===== src/common/fpc_pkg.sv =====
package fpc_pkg;
  localparam int CLK_HZ = 10000000;
  // flash periods: half period toggles
  localparam int ERR_FLASH_HZ = 2;
  localparam int WARN_FLASH_HZ = 1;
  localparam int ERR_HALF_CYC = CLK_HZ / (2 * ERR_FLASH_HZ);
  localparam int WARN_HALF_CYC = CLK_HZ / (2 * WARN_FLASH_HZ);
  localparam int FAN_STOP_MS = 1000;
  localparam int FAN_STOP_CYC = (CLK_HZ / 1000) * FAN_STOP_MS;
  // alarm cycling dwell per code
  localparam int ALM_DWELL_MS = 500;
  localparam int ALM_DWELL_CYC = (CLK_HZ / 1000) * ALM_DWELL_MS;
  localparam logic [7:0] PCT_ALARM = 8'h55;
  localparam logic [11:0] BATT_LIMIT_MV = 12'hc80;
  localparam int NUM_ALARMS = 10;
  localparam int NUM_DIGITS = 6;
  localparam logic [5:0] MON_ITEMS = 6'h24;
  localparam logic [15:0] PARAM_RST = 16'h0000;
  localparam logic [2:0] DIGIT_RST = 3'h0;
  typedef enum logic [1:0] {
    FPC_MON = 2'b00,
    FPC_PAR = 2'b01,
    FPC_EEP = 2'b11,
    FPC_AUX = 2'b10
  } fpc_mode_e;
  typedef enum logic [1:0] {
    FPC_BOOT = 2'b00,
    FPC_SEL = 2'b01,
    FPC_EXE = 2'b11
  } fpc_state_e;
endpackage


===== src/rtl/fpc_front_panel.sv =====
`timescale 1ns/1ps
// Contract
// - error: error screen, flash about 2 Hz
// - warning: slow flash about 1 Hz
// - mode button cycles four modes, selection only
// - set toggles selection and execution always
// - edits act on flashing-point digit only; points 4 and 5 edit digits 0 and 1
// - up increases, down decreases value
// - shift moves flashing decimal point
// - power-up shows initial display monitor item
// - alarm sequence repeats while alarm persists
// - overload/regeneration at 85 percent: codes 0,1
// - battery at or below 3.2 V: code 2
// - fan stopped one second: code 3
// - link errors over limit: codes 4, 9
// - codes 5-8 to overheat, oscillation, lifetime, scale
// - locked: monitor mode fully usable
// - locked: parameters viewable, not changeable
// - locked: nonvolatile write blocked, blank
// - locked: auxiliary blank except lock release
// - lock setting 1 saved: locked after power-up
// - release function then power cycle: unlocked
// - lock setting 0 via link: unlocked
// - monitor up/down step items with wrap
module fpc_front_panel
  import fpc_pkg::*;
#(
  parameter int FAN_CYC = FAN_STOP_CYC,
  parameter int ERR_CYC = ERR_HALF_CYC,
  parameter int WARN_CYC = WARN_HALF_CYC,
  parameter int DWELL_CYC = ALM_DWELL_CYC
) (
  input wire logic mclk_i,
  input wire logic rst_b_i,
  input wire logic btn_mode_i,
  input wire logic btn_set_i,
  input wire logic btn_up_i,
  input wire logic btn_down_i,
  input wire logic btn_shift_i,
  input wire logic error_i,
  input wire logic warning_i,
  input wire logic [7:0] overload_pct_i,
  input wire logic [7:0] regen_pct_i,
  input wire logic [11:0] batt_mv_i,
  input wire logic fan_stopped_i,
  input wire logic [7:0] enc_err_cnt_i,
  input wire logic [7:0] enc_err_limit_i,
  input wire logic [7:0] scale_err_cnt_i,
  input wire logic [7:0] scale_err_limit_i,
  input wire logic enc_overheat_i,
  input wire logic oscillation_i,
  input wire logic lifetime_i,
  input wire logic scale_alarm_i,
  input wire logic [5:0] initial_display_select_i,
  input wire logic panel_lock_setting_i,
  output logic [1:0] mode_o,
  output logic exec_o,
  output logic [5:0] mon_item_o,
  output logic [15:0] param_value_o,
  output logic param_write_o,
  output logic [2:0] dp_digit_o,
  output logic blank_o,
  output logic disp_on_o,
  output logic err_screen_o,
  output logic alarm_show_o,
  output logic [3:0] alarm_code_o,
  output logic [9:0] alarm_vec_o,
  output logic locked_o,
  output logic lock_release_o
);

  // ****************************************
  // button synchronisers and edge detect
  // ****************************************
  logic [4:0] btn_s1_reg, btn_s2_reg, btn_s3_reg;
  logic [4:0] press;
  always_ff @(posedge mclk_i) begin
    if (!rst_b_i) begin
      btn_s1_reg <= 5'h00;
      btn_s2_reg <= 5'h00;
      btn_s3_reg <= 5'h00;
    end else begin
      btn_s1_reg <= {btn_shift_i, btn_down_i, btn_up_i, btn_set_i, btn_mode_i};
      btn_s2_reg <= btn_s1_reg;
      btn_s3_reg <= btn_s2_reg;
    end
  end
  // debounce assumed done off-block; presses are clean edges
  assign press = btn_s2_reg & ~btn_s3_reg;
  wire p_mode = press[0];
  wire p_set = press[1];
  wire p_up = press[2];
  wire p_down = press[3];
  wire p_shift = press[4];

  // ****************************************
  // alarm sources, synchronised
  // ****************************************
  logic [9:0] src_s1_reg, src_s2_reg;
  logic fan_s1_reg, fan_s2_reg;
  logic [9:0] alm_next;
  logic [31:0] fan_cnt_reg;
  logic fan_alarm_reg;
  always_comb begin
    alm_next = 10'h000;
    alm_next[0] = (overload_pct_i >= PCT_ALARM);
    alm_next[1] = (regen_pct_i >= PCT_ALARM);
    alm_next[2] = (batt_mv_i <= BATT_LIMIT_MV);
    alm_next[4] = (enc_err_cnt_i > enc_err_limit_i);
    alm_next[5] = enc_overheat_i;
    alm_next[6] = oscillation_i;
    alm_next[7] = lifetime_i;
    alm_next[8] = scale_alarm_i;
    alm_next[9] = (scale_err_cnt_i > scale_err_limit_i);
  end
  always_ff @(posedge mclk_i) begin
    if (!rst_b_i) begin
      src_s1_reg <= 10'h000;
      src_s2_reg <= 10'h000;
      fan_s1_reg <= 1'b0;
      fan_s2_reg <= 1'b0;
    end else begin
      src_s1_reg <= alm_next;
      src_s2_reg <= src_s1_reg;
      fan_s1_reg <= fan_stopped_i;
      fan_s2_reg <= fan_s1_reg;
    end
  end
  always_ff @(posedge mclk_i) begin
    if (!rst_b_i) begin
      fan_cnt_reg <= 32'h0;
      fan_alarm_reg <= 1'b0;
    end else if (!fan_s2_reg) begin
      fan_cnt_reg <= 32'h0;
      fan_alarm_reg <= 1'b0;
    end else if (fan_cnt_reg >= FAN_CYC - 1) begin
      fan_alarm_reg <= 1'b1;
    end else begin
      fan_cnt_reg <= fan_cnt_reg + 32'h1;
    end
  end
  wire [9:0] alarms = {src_s2_reg[9:4], fan_alarm_reg, src_s2_reg[2:0]};
  always_ff @(posedge mclk_i) begin
    if (!rst_b_i) alarm_vec_o <= 10'h000;
    else alarm_vec_o <= alarms;
  end

  // ****************************************
  // alarm code cycling
  // ****************************************
  function automatic logic [3:0] next_code(input logic [3:0] cur, input logic [9:0] v);
    logic [3:0] r;
    logic [3:0] k;
    r = cur;
    for (int i = 1; i <= NUM_ALARMS; i++) begin
      k = 4'((int'(cur) + i) % NUM_ALARMS);
      if (v[k] && r == cur) r = k;
    end
    return r;
  endfunction
  logic [31:0] dwell_reg;
  always_ff @(posedge mclk_i) begin
    if (!rst_b_i) begin
      dwell_reg <= 32'h0;
      alarm_code_o <= 4'h0;
      alarm_show_o <= 1'b0;
    end else if (alarms == 10'h000) begin
      dwell_reg <= 32'h0;
      alarm_show_o <= 1'b0;
    end else if (dwell_reg >= DWELL_CYC - 1 || !alarm_show_o) begin
      dwell_reg <= 32'h0;
      alarm_show_o <= 1'b1;
      alarm_code_o <= next_code(alarm_code_o, alarms);
    end else begin
      dwell_reg <= dwell_reg + 32'h1;
    end
  end

  // ****************************************
  // flash timing
  // ****************************************
  logic [31:0] flash_cnt_reg;
  always_ff @(posedge mclk_i) begin
    if (!rst_b_i) begin
      flash_cnt_reg <= 32'h0;
      disp_on_o <= 1'b1;
    end else if (!error_i && !warning_i) begin
      flash_cnt_reg <= 32'h0;
      disp_on_o <= 1'b1;
    end else if (flash_cnt_reg >= (error_i ? ERR_CYC : WARN_CYC) - 1) begin
      flash_cnt_reg <= 32'h0;
      disp_on_o <= ~disp_on_o;
    end else begin
      flash_cnt_reg <= flash_cnt_reg + 32'h1;
    end
  end
  always_ff @(posedge mclk_i) begin
    if (!rst_b_i) err_screen_o <= 1'b0;
    else err_screen_o <= error_i;
  end

  // ****************************************
  // lock capture, once after power-up
  // ****************************************
  fpc_state_e st_reg;
  always_ff @(posedge mclk_i) begin
    if (!rst_b_i) locked_o <= 1'b0;
    else if (st_reg == FPC_BOOT) locked_o <= panel_lock_setting_i;
  end

  // ****************************************
  // mode and display state
  // ****************************************
  fpc_mode_e mode_reg;
  wire lk = locked_o;
  always_ff @(posedge mclk_i) begin
    if (!rst_b_i) begin
      st_reg <= FPC_BOOT;
      mode_reg <= FPC_MON;
    end else begin
      case (st_reg)
        FPC_BOOT: begin
          st_reg <= FPC_EXE;
        end
        FPC_SEL: begin
          if (p_set) st_reg <= FPC_EXE;
          else if (p_mode) begin
            case (mode_reg)
              FPC_MON: mode_reg <= FPC_PAR;
              FPC_PAR: mode_reg <= FPC_EEP;
              FPC_EEP: mode_reg <= FPC_AUX;
              default: mode_reg <= FPC_MON;
            endcase
          end
        end
        default: begin
          if (p_set) st_reg <= FPC_SEL;
        end
      endcase
    end
  end
  always_ff @(posedge mclk_i) begin
    if (!rst_b_i) begin
      mode_o <= 2'b00;
      exec_o <= 1'b0;
    end else begin
      mode_o <= mode_reg;
      exec_o <= (st_reg == FPC_EXE);
    end
  end
  always_ff @(posedge mclk_i) begin
    if (!rst_b_i) blank_o <= 1'b0;
    else blank_o <= lk && (mode_reg == FPC_EEP || mode_reg == FPC_AUX);
  end

  // ****************************************
  // monitor item select
  // ****************************************
  always_ff @(posedge mclk_i) begin
    if (!rst_b_i) mon_item_o <= 6'h00;
    else if (st_reg == FPC_BOOT) begin
      mon_item_o <= (initial_display_select_i < MON_ITEMS) ? initial_display_select_i : 6'h00;
    end else if (st_reg == FPC_SEL && mode_reg == FPC_MON) begin
      if (p_up) mon_item_o <= (mon_item_o == MON_ITEMS - 6'h01) ? 6'h00 : mon_item_o + 6'h01;
      else if (p_down) mon_item_o <= (mon_item_o == 6'h00) ? MON_ITEMS - 6'h01 : mon_item_o - 6'h01;
    end
  end

  // ****************************************
  // digit select and value edit
  // ****************************************
  wire edit_ok = (st_reg == FPC_EXE) && (mode_reg == FPC_PAR) && !lk;
  logic [15:0] step;
  logic [3:0] shamt;
  always_comb begin
    shamt = {dp_digit_o[1:0], 2'b00};
    step = 16'h0001 << shamt;
  end
  always_ff @(posedge mclk_i) begin
    if (!rst_b_i) dp_digit_o <= DIGIT_RST;
    else if (p_shift && st_reg == FPC_EXE)
      dp_digit_o <= (dp_digit_o == 3'(NUM_DIGITS - 1)) ? 3'h0 : dp_digit_o + 3'h1;
  end
  // only four hex digits carry value; upper two fold back onto them
  always_ff @(posedge mclk_i) begin
    if (!rst_b_i) begin
      param_value_o <= PARAM_RST;
      param_write_o <= 1'b0;
    end else begin
      param_write_o <= edit_ok && (p_up || p_down);
      if (edit_ok && p_up) param_value_o <= param_value_o + step;
      else if (edit_ok && p_down) param_value_o <= param_value_o - step;
    end
  end
  always_ff @(posedge mclk_i) begin
    if (!rst_b_i) lock_release_o <= 1'b0;
    else lock_release_o <= (st_reg == FPC_EXE) && (mode_reg == FPC_AUX) && p_up;
  end

  // ****************************************
  // assertions
  // ****************************************
  property p_lock_hold;
    @(posedge mclk_i) disable iff (!rst_b_i) (st_reg != FPC_BOOT) |=> $stable(locked_o);
  endproperty
  a_lock_hold: assert property (p_lock_hold) else $error("lock changed after power-up");
  property p_no_edit_locked;
    @(posedge mclk_i) disable iff (!rst_b_i) locked_o |=> !param_write_o;
  endproperty
  a_no_edit_locked: assert property (p_no_edit_locked) else $error("parameter written while locked");
  property p_blank;
    @(posedge mclk_i) disable iff (!rst_b_i) (locked_o && mode_reg == FPC_EEP) |=> blank_o;
  endproperty
  a_blank: assert property (p_blank) else $error("write mode not blanked");
  property p_up_inc;
    @(posedge mclk_i) disable iff (!rst_b_i) (edit_ok && p_up) |=> param_value_o == $past(param_value_o) + $past(step);
  endproperty
  a_up_inc: assert property (p_up_inc) else $error("up did not add digit step");
  property p_mode_sel;
    @(posedge mclk_i) disable iff (!rst_b_i) (st_reg == FPC_EXE && p_mode) |=> $stable(mode_reg);
  endproperty
  a_mode_sel: assert property (p_mode_sel) else $error("mode changed in execution");
  property p_set_tog;
    @(posedge mclk_i) disable iff (!rst_b_i) (st_reg == FPC_SEL && p_set) |=> st_reg == FPC_EXE;
  endproperty
  a_set_tog: assert property (p_set_tog) else $error("set did not toggle");
  property p_wrap;
    @(posedge mclk_i) disable iff (!rst_b_i)
      (st_reg == FPC_SEL && mode_reg == FPC_MON && p_up && mon_item_o == MON_ITEMS - 6'h01) |=> mon_item_o == 6'h00;
  endproperty
  a_wrap: assert property (p_wrap) else $error("monitor item no wrap");
  property p_ovl;
    @(posedge mclk_i) disable iff (!rst_b_i) (overload_pct_i >= PCT_ALARM) [*3] |-> alarms[0];
  endproperty
  a_ovl: assert property (p_ovl) else $error("overload alarm missing");
  property p_batt;
    @(posedge mclk_i) disable iff (!rst_b_i) (batt_mv_i > BATT_LIMIT_MV) [*3] |-> !alarms[2];
  endproperty
  a_batt: assert property (p_batt) else $error("battery alarm false");
  property p_steady;
    @(posedge mclk_i) disable iff (!rst_b_i) (!error_i && !warning_i) |=> disp_on_o;
  endproperty
  a_steady: assert property (p_steady) else $error("display dark without event");
  c_err: cover property (@(posedge mclk_i) error_i ##1 $fell(disp_on_o));
  c_alarm: cover property (@(posedge mclk_i) alarm_show_o ##1 $changed(alarm_code_o));
  c_edit: cover property (@(posedge mclk_i) param_write_o);
  c_rel: cover property (@(posedge mclk_i) lock_release_o);
endmodule


===== config.mk =====
export PLATFORM = sky130hd
export DESIGN_NAME = fpc_front_panel
export DESIGN_NICKNAME = d
export VERILOG_FILES = /design/src/common/fpc_pkg.sv /design/src/rtl/fpc_front_panel.sv
export SDC_FILE = /design/constraint.sdc
export NUM_CORES = 1
export LEC_CHECK = 0
export BUFFER_PORTS_ARGS = -buffer_cell sky130_fd_sc_hd__buf_2
export CAP_MARGIN = 5
export CORE_MARGIN = 5
export CORE_UTILIZATION = 55
export DETAILED_ROUTE_END_ITERATION = 16
export PLACE_DENSITY_LB_ADDON = 0.25
export SLEW_MARGIN = 10
export SYNTH_ARGS = -nofsm -noshare
export SYNTH_HDL_FRONTEND = slang
export SYNTH_SLANG_ARGS = --single-unit

===== constraint.sdc =====
create_clock -name mclk_i -period 10.2 [get_ports mclk_i]
set_clock_uncertainty 0.15 [all_clocks]
set_input_delay 0.51 -clock mclk_i [delete_from_list [all_inputs] [get_ports mclk_i]]
set_output_delay 0.51 -clock mclk_i [all_outputs]
set_load 0.02 [all_outputs]

==> load_flow_metrics.sql, run 1 <==
INSERT INTO impl_metrics (metric_group, metric, value, unit) VALUES
('status', 'outcome', 'complete, no violations', ''),
('yosys', 'synthDominantAreaCellType', 'dfxtp_1', ''),
('cells_and_area', 'mostFrequentLayoutCells', 'dfxtp_1 (185), nor2_1 (167), buf_2 (129)', ''),
('route', 'drt.antenna.violating_nets', '0', ''),
('clocking', 'number_of_buffers_inserted_by_post_cts_setup_repair', '0', ''),
('grt', 'grt_remaining_overflow', '0', ''),
('route', 'first_iter_violations', '672', ''),
('die', 'initial_core_util', '55.8', '%'),
('placed_design', 'dpl.cell_count', '1867', ''),
('grt', 'grt_util_met3', '5.14', '%'),
('clocking', 'tritoncts', 'built', ''),
('yosys', 'number_of_cells_produced_by_synthesis', '1485', ''),
('sta', 'tns', '0', 'ns'),
('sta', 'period_minus_slack', '8.65', 'ns'),
('cells_and_area', 'flow.area_growth_from_synthesis', '12.3', '%'),
('grt', 'grt.busiest_layer', 'met2', ''),
('yosys', 'postSynth.asyncResetShare', '0', '%'),
('worst_setup_path', 'timing.rr.end', 'alarm_code_o[1]$_SDFFE_PN0P_', ''),
('sta', 'rsz0062_at_grt', 'false', ''),
('sta', 'maxClockFrequency', '116', 'MHz'),
('worst_setup_path', 'cpLargestDelayFamily', 'compound AO/OA/AOI/OAI gates', ''),
('placed_design', 'buffer_ports.inserted', '129', ''),
('grt', 'global_route_wire_length_before_repair', '50300', 'um'),
('route', 'postRouteWirelength', '30500', 'um'),
('yosys', 'synth_seq_cells', '185', ''),
('worst_setup_path', 'r2r.worst_path.cells', '26', ''),
('sta', 'worst-slew-pin-transition', '1.12', 'ns'),
('worst_setup_path', 'cp_num_cells', '26', ''),
('worst_setup_path', 'r2r_slack', '1.55', 'ns'),
('yosys', 'post_synth_instance_area', '12100', 'um2'),
('sta', 'timing.slew.headroom', '23.5', '%'),
('worst_setup_path', 'worstPathRequired', '10.37', 'ns'),
('route', 'total_number_of_vias', '11143', ''),
('worst_setup_path', 'rr_startpoint', 'alarm_code_o[2]$_SDFFE_PN0P_', ''),
('clocking', 'worst_setup_hold_path_clk_slew', '0.08', 'ns'),
('sta', 'layout_worst_path_cycle_share', '84.8', '%'),
('flow_run', 'max-cap-violations', '0', ''),
('grt', 'global_route.usage.met2', '39.2', '%'),
('worst_setup_path', 'critPathSlowestCell', 'or4_1', ''),
('cells_and_area', 'drive_above_1_share', '13.5', '%'),
('route', 'firstDrtPassIters', '5', ''),
('yosys', 'post_synth.cell_area_avg', '8.18', 'um2'),
('die', 'rows', '54', ''),
('yosys', 'synth_top_area_share', '30.5', '%'),
('yosys', 'synth_top_cells_by_area', 'dfxtp_1 (30%), ha_1 (8.8%), nor2_1 (5.2%)', ''),
('hold_path', 'min_path_type', 'input port to flip-flop', ''),
('worst_setup_path', 'timing.setup.critical_path_class', 'flip-flop to flip-flop', ''),
('sta', 'final_hold_viol_count', '0', ''),
('hold_path', 'min_from', 'btn_up_i', ''),
('die', 'die_h', '159', 'um'),
('worst_setup_path', 'critical_path.endpoint_type', 'flip-flop', ''),
('cells_and_area', 'final_common_cell', 'dfxtp_1', ''),
('yosys', 'yosys_synthesis_warning_count', '0', ''),
('clocking', 'cts_hold_buf', '0', ''),
('cells_and_area', 'antenna-diode-count', '0', ''),
('worst_setup_path', 'worst_setup_path_start_kind', 'flip-flop', ''),
('pwr', 'worst_ir_drop_vdd', '0.169', 'mV'),
('worst_setup_path', 'cp_max_fo', '40', ''),
('route', 'route.detailed.vias_per_inst', '5.87', ''),
('clocking', 'numClockSinks', '185', ''),
('cells_and_area', 'final_cell_count_no_fill', '1899', ''),
('pwr', 'power-per-cell-area', '229', 'nW/um2'),
('placed_design', 'hpwl', '23000', 'um'),
('clocking', 'cts_h_tree_depth', '4', ''),
('grt', 'global_route.usage.total', '24.2', '%'),
('die', 'design.die.area', '25200', 'um2'),
('yosys', 'synth_edf_count', '0', ''),
('worst_setup_path', 'buf_inv_on_cp', '1', ''),
('cells_and_area', 'finish.net_count', '1773', ''),
('grt', 'use_met1', '31.4', '%'),
('cells_and_area', 'layout.filler_cells', '1946', '');
power by group:
group | switching, W | internal [W] | leakage [nW]
combinational | 0.00106 | 0.000646 | 3.90
clock | 0.000313 | 0.000334 | 0.292
sequential | 0.0000294 | 0.000745 | 1.51
area by class of cell:
cell class                      count  area (um2)  share of cell area (%)
Sequential cell                   185        3700                    27.1
Tap cell                          280         350                    2.57
Timing Repair Buffer              139         721                    5.28
Clock buffer                       18         439                    3.22
Clock inverter                     14         156                    1.15
Inverter                           72         270                    1.98
Multi-Input combinational cell   1191        8010                    58.7
cell families after synthesis:
logic type                 count (synthesis)  share of synthesized area [%]
AOI/OAI and AO/OA                        358                           20.5
xor gates and xnor gates                 111                           8.28
adders and majority gates                 90                           9.26
buffers and inverters                    125                           4.15
DFF                                      185                           30.5
muxes                                     49                           4.39
other                                      1                         0.0309
and+or+nand+nor                          566                           22.9
worst min path at each step:
stage,cells past startpoint,slack (ns),endpoint
6_report,2,0.14,btn_s1_reg[2]$_SDFF_PN0_
5_1_grt,2,0.12,btn_s1_reg[2]$_SDFF_PN0_
4_1_cts,2,0.12,btn_s1_reg[2]$_SDFF_PN0_
3_5_place_dp,1,0.27,btn_s2_reg[4]$_SDFF_PN0_
3_3_place_gp,1,0.26,btn_s2_reg[4]$_SDFF_PN0_
2_1_floorplan,1,0.26,btn_s2_reg[0]$_SDFF_PN0_
Yosys cell counts, types with 31 or more instances:
library cell / instances
and3_1: 31
o21ai_0: 60
ha_1: 85
clkbuf_1: 38
nand2_1: 126
inv_1: 71
and2_1: 50
xor2_1: 55
nand3_1: 40
mux2i_1: 33
dfxtp_1: 185
a21oi_1: 99
xnor2_1: 53
nor2_1: 167
through the flow:
stage / util, % / hold slack, ns / setup WS, ns / power (W) / cell area, um2
final: 62.7 / 0.137 / 1.55 / 0.00313 / 13600
after floorplan: - / 0.262 / 2.41 / 0.00209 / 12200
after detailed placement: 60.0 / 0.274 / 1.79 / 0.00246 / 13100
after global routing: 62.7 / 0.119 / 0.999 / 0.00334 / 13600
after CTS: 62.7 / 0.120 / 1.75 / 0.00312 / 13600
after global placement: 60.0 / 0.264 / 1.98 / 0.00245 / 13100
layer usage:
layer / routed length [um] / up-vias
li1: - / 5572
met1: 13300 / 5138
met2: 14100 / 369
met3: 2150 / 64
met4: 984 / 0
met5: 0 / -
worst reg2reg max path: stages, from the launching register on:
cell and delay, ns:
dfxtp_1 0.33, buf_4 0.46, ha_1 0.51, a21oi_1 0.19
xnor2_1 0.40, nand2_1 0.11, ha_1 0.30, and3b_1 0.19
o311ai_0 0.57, a221oi_1 0.22, a21o_1 0.26, a2111oi_0 0.40
nor3_1 0.14, a21oi_2 0.33, a41oi_1 0.23, o211a_1 0.31
and3_1 0.23, o21ai_1 0.42, a41oi_2 0.24, mux2i_1 0.22
or4_1 0.63, nor4_1 0.56, o31ai_1 0.18, a2111o_1 0.47
a21oi_1 0.14, a21oi_1 0.06, a21oi_1 0.28
(Power assumes the default switching activity.)
==> run 2, diff against run 1 <==
- CORE_UTILIZATION: 55 -> 54
- clock period: 10.2 -> 7.1 ns (I/O delays scaled with it)
==> run 2 against run 1 <==
Final area rose by 13%. Core utilization rose by 7.3 points. Largest cell class unchanged. Via count rose by 6.2%. Critical endpoint is now alarm_code_o[3]$_SDFFE_PN0P_. The run now ends with negative setup slack left. Non-clock buffer count rose by 133. Clock power rose by 59%. Count of clock-buffer cells in the layout fell by 1. Die area rose by 1.7%.
==> load_flow_metrics.sql, run 2 (synthesis results as in run 1) <==
INSERT INTO impl_metrics (metric_group, metric, value, unit) VALUES
('sta', 'rsz0062_at_grt', 'true', ''),
('die', 'initial_core_util', '55.3', '%'),
('cells_and_area', 'layout.filler_cells', '1729', ''),
('placed_design', 'detailedPlace.worstSlack', '-0.235', 'ns'),
('sta', 'drv_slew', '0', ''),
('clocking', 'numClockSinks', '185', ''),
('worst_setup_path', 'cp.arrival', '7.31', 'ns'),
('grt', 'antenna_found_initial', '0', ''),
('cells_and_area', 'flow.area_growth_from_synthesis', '26.5', '%'),
('sta', 'layout_worst_path_cycle_share', '100', '%'),
('hold_path', 'min_path_type', 'input port to flip-flop', ''),
('die', 'rows', '54', ''),
('clocking', 'clk_latency', '0.43', 'ns'),
('worst_setup_path', 'critPathSlowestCell', 'or4_4', ''),
('die', 'placeableCoreArea', '22000', 'um2'),
('worst_setup_path', 'worst_setup_path_start_kind', 'flip-flop', ''),
('sta', 'final-setup-viol-count', '2', ''),
('sta', 'timing.slew.headroom', '28.3', '%'),
('status', 'outcome', 'complete, but fails checks', ''),
('die', 'fp.dieW', '160', 'um'),
('route', 'detailroute.wirelength.met2', '16700', 'um'),
('clocking', 'cts_made_buffers', '17', ''),
('die', 'floorplan.io_pins', '130', ''),
('placed_design', 'dpl.cell_count', '1958', ''),
('pwr', 'p_total', '0.00560', 'W'),
('route', 'drc', '0', ''),
('worst_setup_path', 'cp_max_fo', '6', ''),
('status', 'violations', 'negative setup slack', ''),
('route', 'total_number_of_vias', '11836', ''),
('clocking', 'cts_buffer_depth', '2', ''),
('cells_and_area', 'antenna-diode-count', '0', ''),
('route', 'postRouteWirelength', '34100', 'um'),
('placed_design', 'gp_congestion', '0.982', ''),
('pwr', 'worst_ir_drop_vdd', '0.210', 'mV'),
('cells_and_area', 'mostFrequentLayoutCells', 'dfxtp_1 (181), nor2_1 (160), buf_2 (129)', ''),
('cells_and_area', 'final_util', '70.0', '%'),
('placed_design', 'buffer_ports.inserted', '129', ''),
('route', 'route.layer.met1.wl', '14300', 'um'),
('grt', 'global_route.usage.total', '24.8', '%'),
('worst_setup_path', 'worstPathRequired', '7.29', 'ns'),
('worst_setup_path', 'critical-path-max-stage-delay', '0.56', 'ns'),
('clocking', 'tritoncts', 'built', ''),
('grt', 'grt_remaining_overflow', '0', ''),
('flow_run', 'max-cap-violations', '0', ''),
('cells_and_area', 'final_common_cell', 'dfxtp_1', ''),
('grt', 'first_global_vias', '11173', ''),
('sta', 'final_hold_viol_count', '0', ''),
('pwr', 'static-leakage-power', '6.45', 'nW'),
('grt', 'grt_max_degree', '61', ''),
('worst_setup_path', 'critical_path.endpoint_type', 'flip-flop', ''),
('placed_design', 'hpwl', '24700', 'um'),
('die', 'die_h', '160', 'um'),
('clocking', 'clock-root-buffer', 'clkbuf_16', ''),
('clocking', 'worst_setup_hold_path_clk_slew', '0.08', 'ns'),
('worst_setup_path', 'timing.setup.critical_path_class', 'flip-flop to flip-flop', ''),
('cells_and_area', 'drive_above_1_share', '24.7', '%'),
('cells_and_area', 'final_cell_count_no_fill', '2033', ''),
('sta', 'period_minus_slack', '7.12', 'ns'),
('cells_and_area', 'finish.net_count', '1907', ''),
('route', 'route.detailed.vias_per_inst', '5.82', ''),
('sta', 'worst_hold_slack', '0.00917', 'ns'),
('route', 'drt.antenna.violating_nets', '0', ''),
('pwr', 'power-per-cell-area', '364', 'nW/um2'),
('route', 'first_iter_violations', '724', ''),
('route', 'detail_route.wl_per_cell', '16.8', 'um'),
('worst_setup_path', 'crit_top_cell', 'buf_4', ''),
('sta', 'maxClockFrequency', '140', 'MHz'),
('die', 'design.die.area', '25600', 'um2'),
('sta', 'layout_setup_ws', '-0.0215', 'ns'),
('route', 'met3WireLength', '1970', 'um'),
('grt', 'global_route_wire_length_before_repair', '53500', 'um'),
('sta', 'worst-slew-pin-transition', '1.07', 'ns'),
('route', 'highest_layer', 'met4', ''),
('route', 'firstDrtPassIters', '6', ''),
('clocking', 'cts_h_tree_depth', '4', '');
-- run 2: cell types whose count changed in the layout (fill, tap and decap cells not counted), sizes merged --
cell,delta
clkinvlp,+2
inv,+1
clkinv,-4
o21ai,+1
dlygate4sd3,+13
buf,+119
bufinv,+2
-- run 2: routing by layer --
metal,GRT usage (%),up-vias
met5,0,-
met4,8.76,0
met3,4.66,83
met2,43.1,390
met1,30.7,5528
li1,-,5835
-- run 2: timing repair --
action	in CTS	in global routing
resized for setup	8	103
setup buffers	0	30
gates cloned	0	1
endpoints found under the hold margin	10	0
endpoints found under the setup margin	4	4
pin swaps	1	37
hold buffers	13	0
-- run 2: critical path, delay by kind of cell (launching register included) --
| family | cells | cell delay (ns) |
|---|---|---|
| mux | 1 | 0.17 |
| flops | 1 | 0.41 |
| buf+inv | 5 | 0.76 |
| simple gates | 6 | 1.42 |
| compound gates | 14 | 3.20 |
| xor+xnor | 1 | 0.29 |
| fa+ha+maj | 2 | 0.60 |
-- run 2: final cells by class --
cell class	count	area (um2)	share of cell area, %
Multi-Input combinational cell	1192	8600	55.9
Sequential cell	185	3720	24.2
Timing Repair Buffer	272	1780	11.6
Clock buffer	17	425	2.77
Tap cell	280	350	2.28
Inverter	72	274	1.78
Clock inverter	15	220	1.43
-- run 2: path summary, 6_finish.rpt --
kind / slack, ns / to / startpoint / cells past startpoint
max: -0.02 / alarm_code_o[3]$_SDFFE_PN0P_ / alarm_code_o[2]$_SDFFE_PN0P_ / 29
max reg2reg: -0.02 / alarm_code_o[3]$_SDFFE_PN0P_ / alarm_code_o[2]$_SDFFE_PN0P_ / 29
min: 0.009 / fan_s1_reg$_SDFF_PN0_ / fan_stopped_i / 2
min reg2reg: 0.28 / btn_s2_reg[1]$_SDFF_PN0_ / btn_s1_reg[1]$_SDFF_PN0_ / 1
-- run 2: through the flow --
step | setup TNS [ns] | instance area [um2]
2_1_floorplan | 0 | 12300
3_3_place_gp | -0.205 | 13800
3_5_place_dp | -0.351 | 13800
4_1_cts | 0 | 14700
5_1_grt | -0.797 | 15400
6_report | -0.0350 | 15400
-- run 2: power by group --
part / switching [W] / total (W) / internal [W] / leakage (nW)
Clock: 0.000478 / 0.00103 / 0.000547 / 0.308
Sequential: 0.0000361 / 0.00111 / 0.00107 / 1.51
Combinational: 0.00195 / 0.00347 / 0.00152 / 4.63
==> run 3, diff against run 2 <==
- RECOVER_POWER: not set -> 25
==> run 3 against run 2 <==
The flow still finishes with violations (negative setup slack). Sequential share of layout area stayed put. Count of clock-buffer cells in the layout is the same. First-iteration DRC count is 1.1% higher. Sequential power barely moved. Flip-flop and latch count stayed put. Combinational power about the same. Worst hold slack improved by 0.0086 ns. Largest cell class unchanged.
==> load_flow_metrics.sql, run 3 (synthesis results as in run 1) <==
INSERT INTO impl_metrics (metric_group, metric, value, unit) VALUES
('status', 'outcome', 'complete, but fails checks', ''),
('status', 'violations', 'negative setup slack', ''),
('route', 'route.detailed.vias_per_inst', '5.82', ''),
('route', 'first_iter_violations', '732', ''),
('worst_setup_path', 'cp.arrival', '7.31', 'ns'),
('placed_design', 'detailedPlace.worstSlack', '-0.235', 'ns'),
('sta', 'maxClockFrequency', '140', 'MHz'),
('route', 'firstDrtPassIters', '7', ''),
('worst_setup_path', 'timing.rr.end', 'alarm_code_o[3]$_SDFFE_PN0P_', ''),
('clocking', 'clk_latency', '0.43', 'ns'),
('sta', 'layout_worst_path_cycle_share', '100', '%'),
('worst_setup_path', 'r2r_slack', '-0.02', 'ns'),
('placed_design', 'hpwl', '24700', 'um'),
('cells_and_area', 'drive_above_1_share', '24.7', '%'),
('clocking', 'cts_buffer_depth', '2', ''),
('pwr', 'worst_ir_drop_vdd', '0.210', 'mV'),
('worst_setup_path', 'cpLargestDelayFamily', 'compound AO/OA/AOI/OAI gates', ''),
('clocking', 'numClockSinks', '185', ''),
('placed_design', 'gp_congestion', '0.982', ''),
('sta', 'rsz0062_at_grt', 'true', ''),
('worst_setup_path', 'timing.setup.critical_path_class', 'flip-flop to flip-flop', ''),
('clocking', 'clock-root-buffer', 'clkbuf_16', ''),
('worst_setup_path', 'worst_setup_path_start_kind', 'flip-flop', ''),
('worst_setup_path', 'critical_path.endpoint_type', 'flip-flop', ''),
('hold_path', 'min_path_type', 'input port to flip-flop', ''),
('sta', 'final-setup-viol-count', '2', ''),
('clocking', 'worst_setup_hold_path_clk_slew', '0.08', 'ns'),
('sta', 'drv_slew', '0', ''),
('worst_setup_path', 'buf_inv_on_cp', '5', ''),
('die', 'design.die.area', '25600', 'um2'),
('cells_and_area', 'finish.net_count', '1907', ''),
('sta', 'timing.slew.headroom', '30.0', '%'),
('grt', 'global_route.usage.total', '24.8', '%'),
('placed_design', 'buffer_ports.inserted', '129', ''),
('grt', 'global_route_wire_length_before_repair', '53500', 'um'),
('worst_setup_path', 'cp_max_fo', '6', ''),
('grt', 'grt_max_degree', '61', ''),
('grt', 'antenna_found_initial', '0', ''),
('die', 'die_h', '160', 'um'),
('cells_and_area', 'final_cell_count_no_fill', '2033', ''),
('route', 'total_number_of_vias', '11842', ''),
('worst_setup_path', 'critPathSlowestCell', 'or4_4', ''),
('sta', 'layout_setup_ws', '-0.0193', 'ns'),
('worst_setup_path', 'worstPathRequired', '7.29', 'ns'),
('sta', 'worst-slew-pin-transition', '1.05', 'ns'),
('sta', 'final_hold_viol_count', '0', ''),
('die', 'initial_core_util', '55.3', '%'),
('flow_run', 'max-cap-violations', '0', ''),
('die', 'placeableCoreArea', '22000', 'um2'),
('route', 'postRouteWirelength', '34200', 'um'),
('cells_and_area', 'mostFrequentLayoutCells', 'dfxtp_1 (181), nor2_1 (160), buf_2 (129)', ''),
('cells_and_area', 'layout.filler_cells', '1729', ''),
('route', 'drc', '0', ''),
('clocking', 'cts_made_buffers', '17', ''),
('route', 'detail_route.wl_per_cell', '16.8', 'um'),
('hold_path', 'min_to', 'locked_o$_SDFFE_PN0P_', ''),
('cells_and_area', 'final_common_cell', 'dfxtp_1', ''),
('clocking', 'cts_h_tree_depth', '4', ''),
('grt', 'grt_remaining_overflow', '0', ''),
('worst_setup_path', 'crit_top_cell', 'buf_4', ''),
('hold_path', 'min_from', 'panel_lock_setting_i', ''),
('pwr', 'static-leakage-power', '6.44', 'nW'),
('clocking', 'tritoncts', 'built', ''),
('worst_setup_path', 'critical-path-max-stage-delay', '0.56', 'ns'),
('die', 'rows', '54', ''),
('route', 'drt.antenna.violating_nets', '0', ''),
('die', 'floorplan.io_pins', '130', ''),
('cells_and_area', 'flow.area_growth_from_synthesis', '26.5', '%'),
('cells_and_area', 'antenna-diode-count', '0', ''),
('pwr', 'power-per-cell-area', '365', 'nW/um2'),
('grt', 'first_global_vias', '11173', ''),
('worst_setup_path', 'rr_startpoint', 'alarm_code_o[2]$_SDFFE_PN0P_', ''),
('worst_setup_path', 'r2r.worst_path.cells', '29', ''),
('sta', 'worst_hold_slack', '0.0178', 'ns'),
('die', 'fp.dieW', '160', 'um'),
('sta', 'period_minus_slack', '7.12', 'ns'),
('placed_design', 'dpl.cell_count', '1958', ''),
('hold_path', 'whs_path_depth', '3', '');
-- run 3: cell count changes in the layout (fill, tap and decap cells not counted) --
cell	previous run	this run
and2_0	1	14
and2_1	49	36
-- run 3: worst max path at each step --
stage	startpoint	cells after the start	slack, ns	end
global placement	alarm_code_o[2]$_SDFFE_PN0P_	26	-0.21	alarm_code_o[2]$_SDFFE_PN0P_
global route	alarm_code_o[1]$_SDFFE_PN0P_	31	-0.27	alarm_code_o[3]$_SDFFE_PN0P_
detailed placement	alarm_code_o[2]$_SDFFE_PN0P_	26	-0.24	alarm_code_o[2]$_SDFFE_PN0P_
finish	alarm_code_o[2]$_SDFFE_PN0P_	29	-0.02	alarm_code_o[3]$_SDFFE_PN0P_
CTS	alarm_code_o[2]$_SDFFE_PN0P_	26	0.05	alarm_code_o[3]$_SDFFE_PN0P_
floorplan	alarm_code_o[2]$_SDFFE_PN0P_	31	0.01	alarm_code_o[3]$_SDFFE_PN0P_
-- run 3: metal layers --
| metal | GRT usage (%) | vias up | wire length (um) |
|---|---|---|---|
| met1 | 30.7 | 5542 | 14300 |
| met3 | 4.66 | 80 | 2100 |
| met4 | 8.76 | 0 | 1150 |
| met2 | 43.1 | 388 | 16600 |
| met5 | 0 | - | 0 |
| li1 | - | 5832 | - |
-- run 3: cell type report --
type	count	area, um2	area share, %
multi-input cells	1192	8600	55.9
flip-flops and latches	185	3720	24.2
repair buffers	272	1780	11.6
clock buffers	17	425	2.77
well taps	280	350	2.28
inverters	72	274	1.78
clock inverters	15	220	1.43
-- run 3: metrics by stage --
stage	util [%]	instance area (um2)	TNS, ns	power (W)
finish	70.0	15400	-0.0274	0.00561
global route	70.0	15400	-0.797	0.00591
CTS	66.8	14700	0	0.00510
detailed placement	63.0	13800	-0.351	0.00402
global placement	63.0	13800	-0.205	0.00398
floorplan	-	12300	0	0.00310
-- run 3: tightest hold or removal path: stages --
cell	delay [ns]
buf_2	0.09
nand2_1	0.05
a21oi_1	0.05
-- run 3: report_power, final --
| group | leakage, nW | internal [W] | total [W] | switching [W] |
|---|---|---|---|---|
| clock network | 0.308 | 0.000547 | 0.00103 | 0.000479 |
| registers | 1.51 | 0.00107 | 0.00111 | 0.0000362 |
| logic | 4.62 | 0.00152 | 0.00347 | 0.00195 |
| total | 6.44 | 0.00314 | 0.00561 | 0.00247 |
-- run 3: timing repair --
item | 4_1_cts | 5_1_grt
buffers inserted | 0 | 30
gates cloned | 0 | 1
setup endpoints to repair | 4 | 4
endpoints found under the hold margin | 10 | 0
gates resized for setup | 8 | 103
hold buffers | 13 | 0
pin swaps | 1 | 37
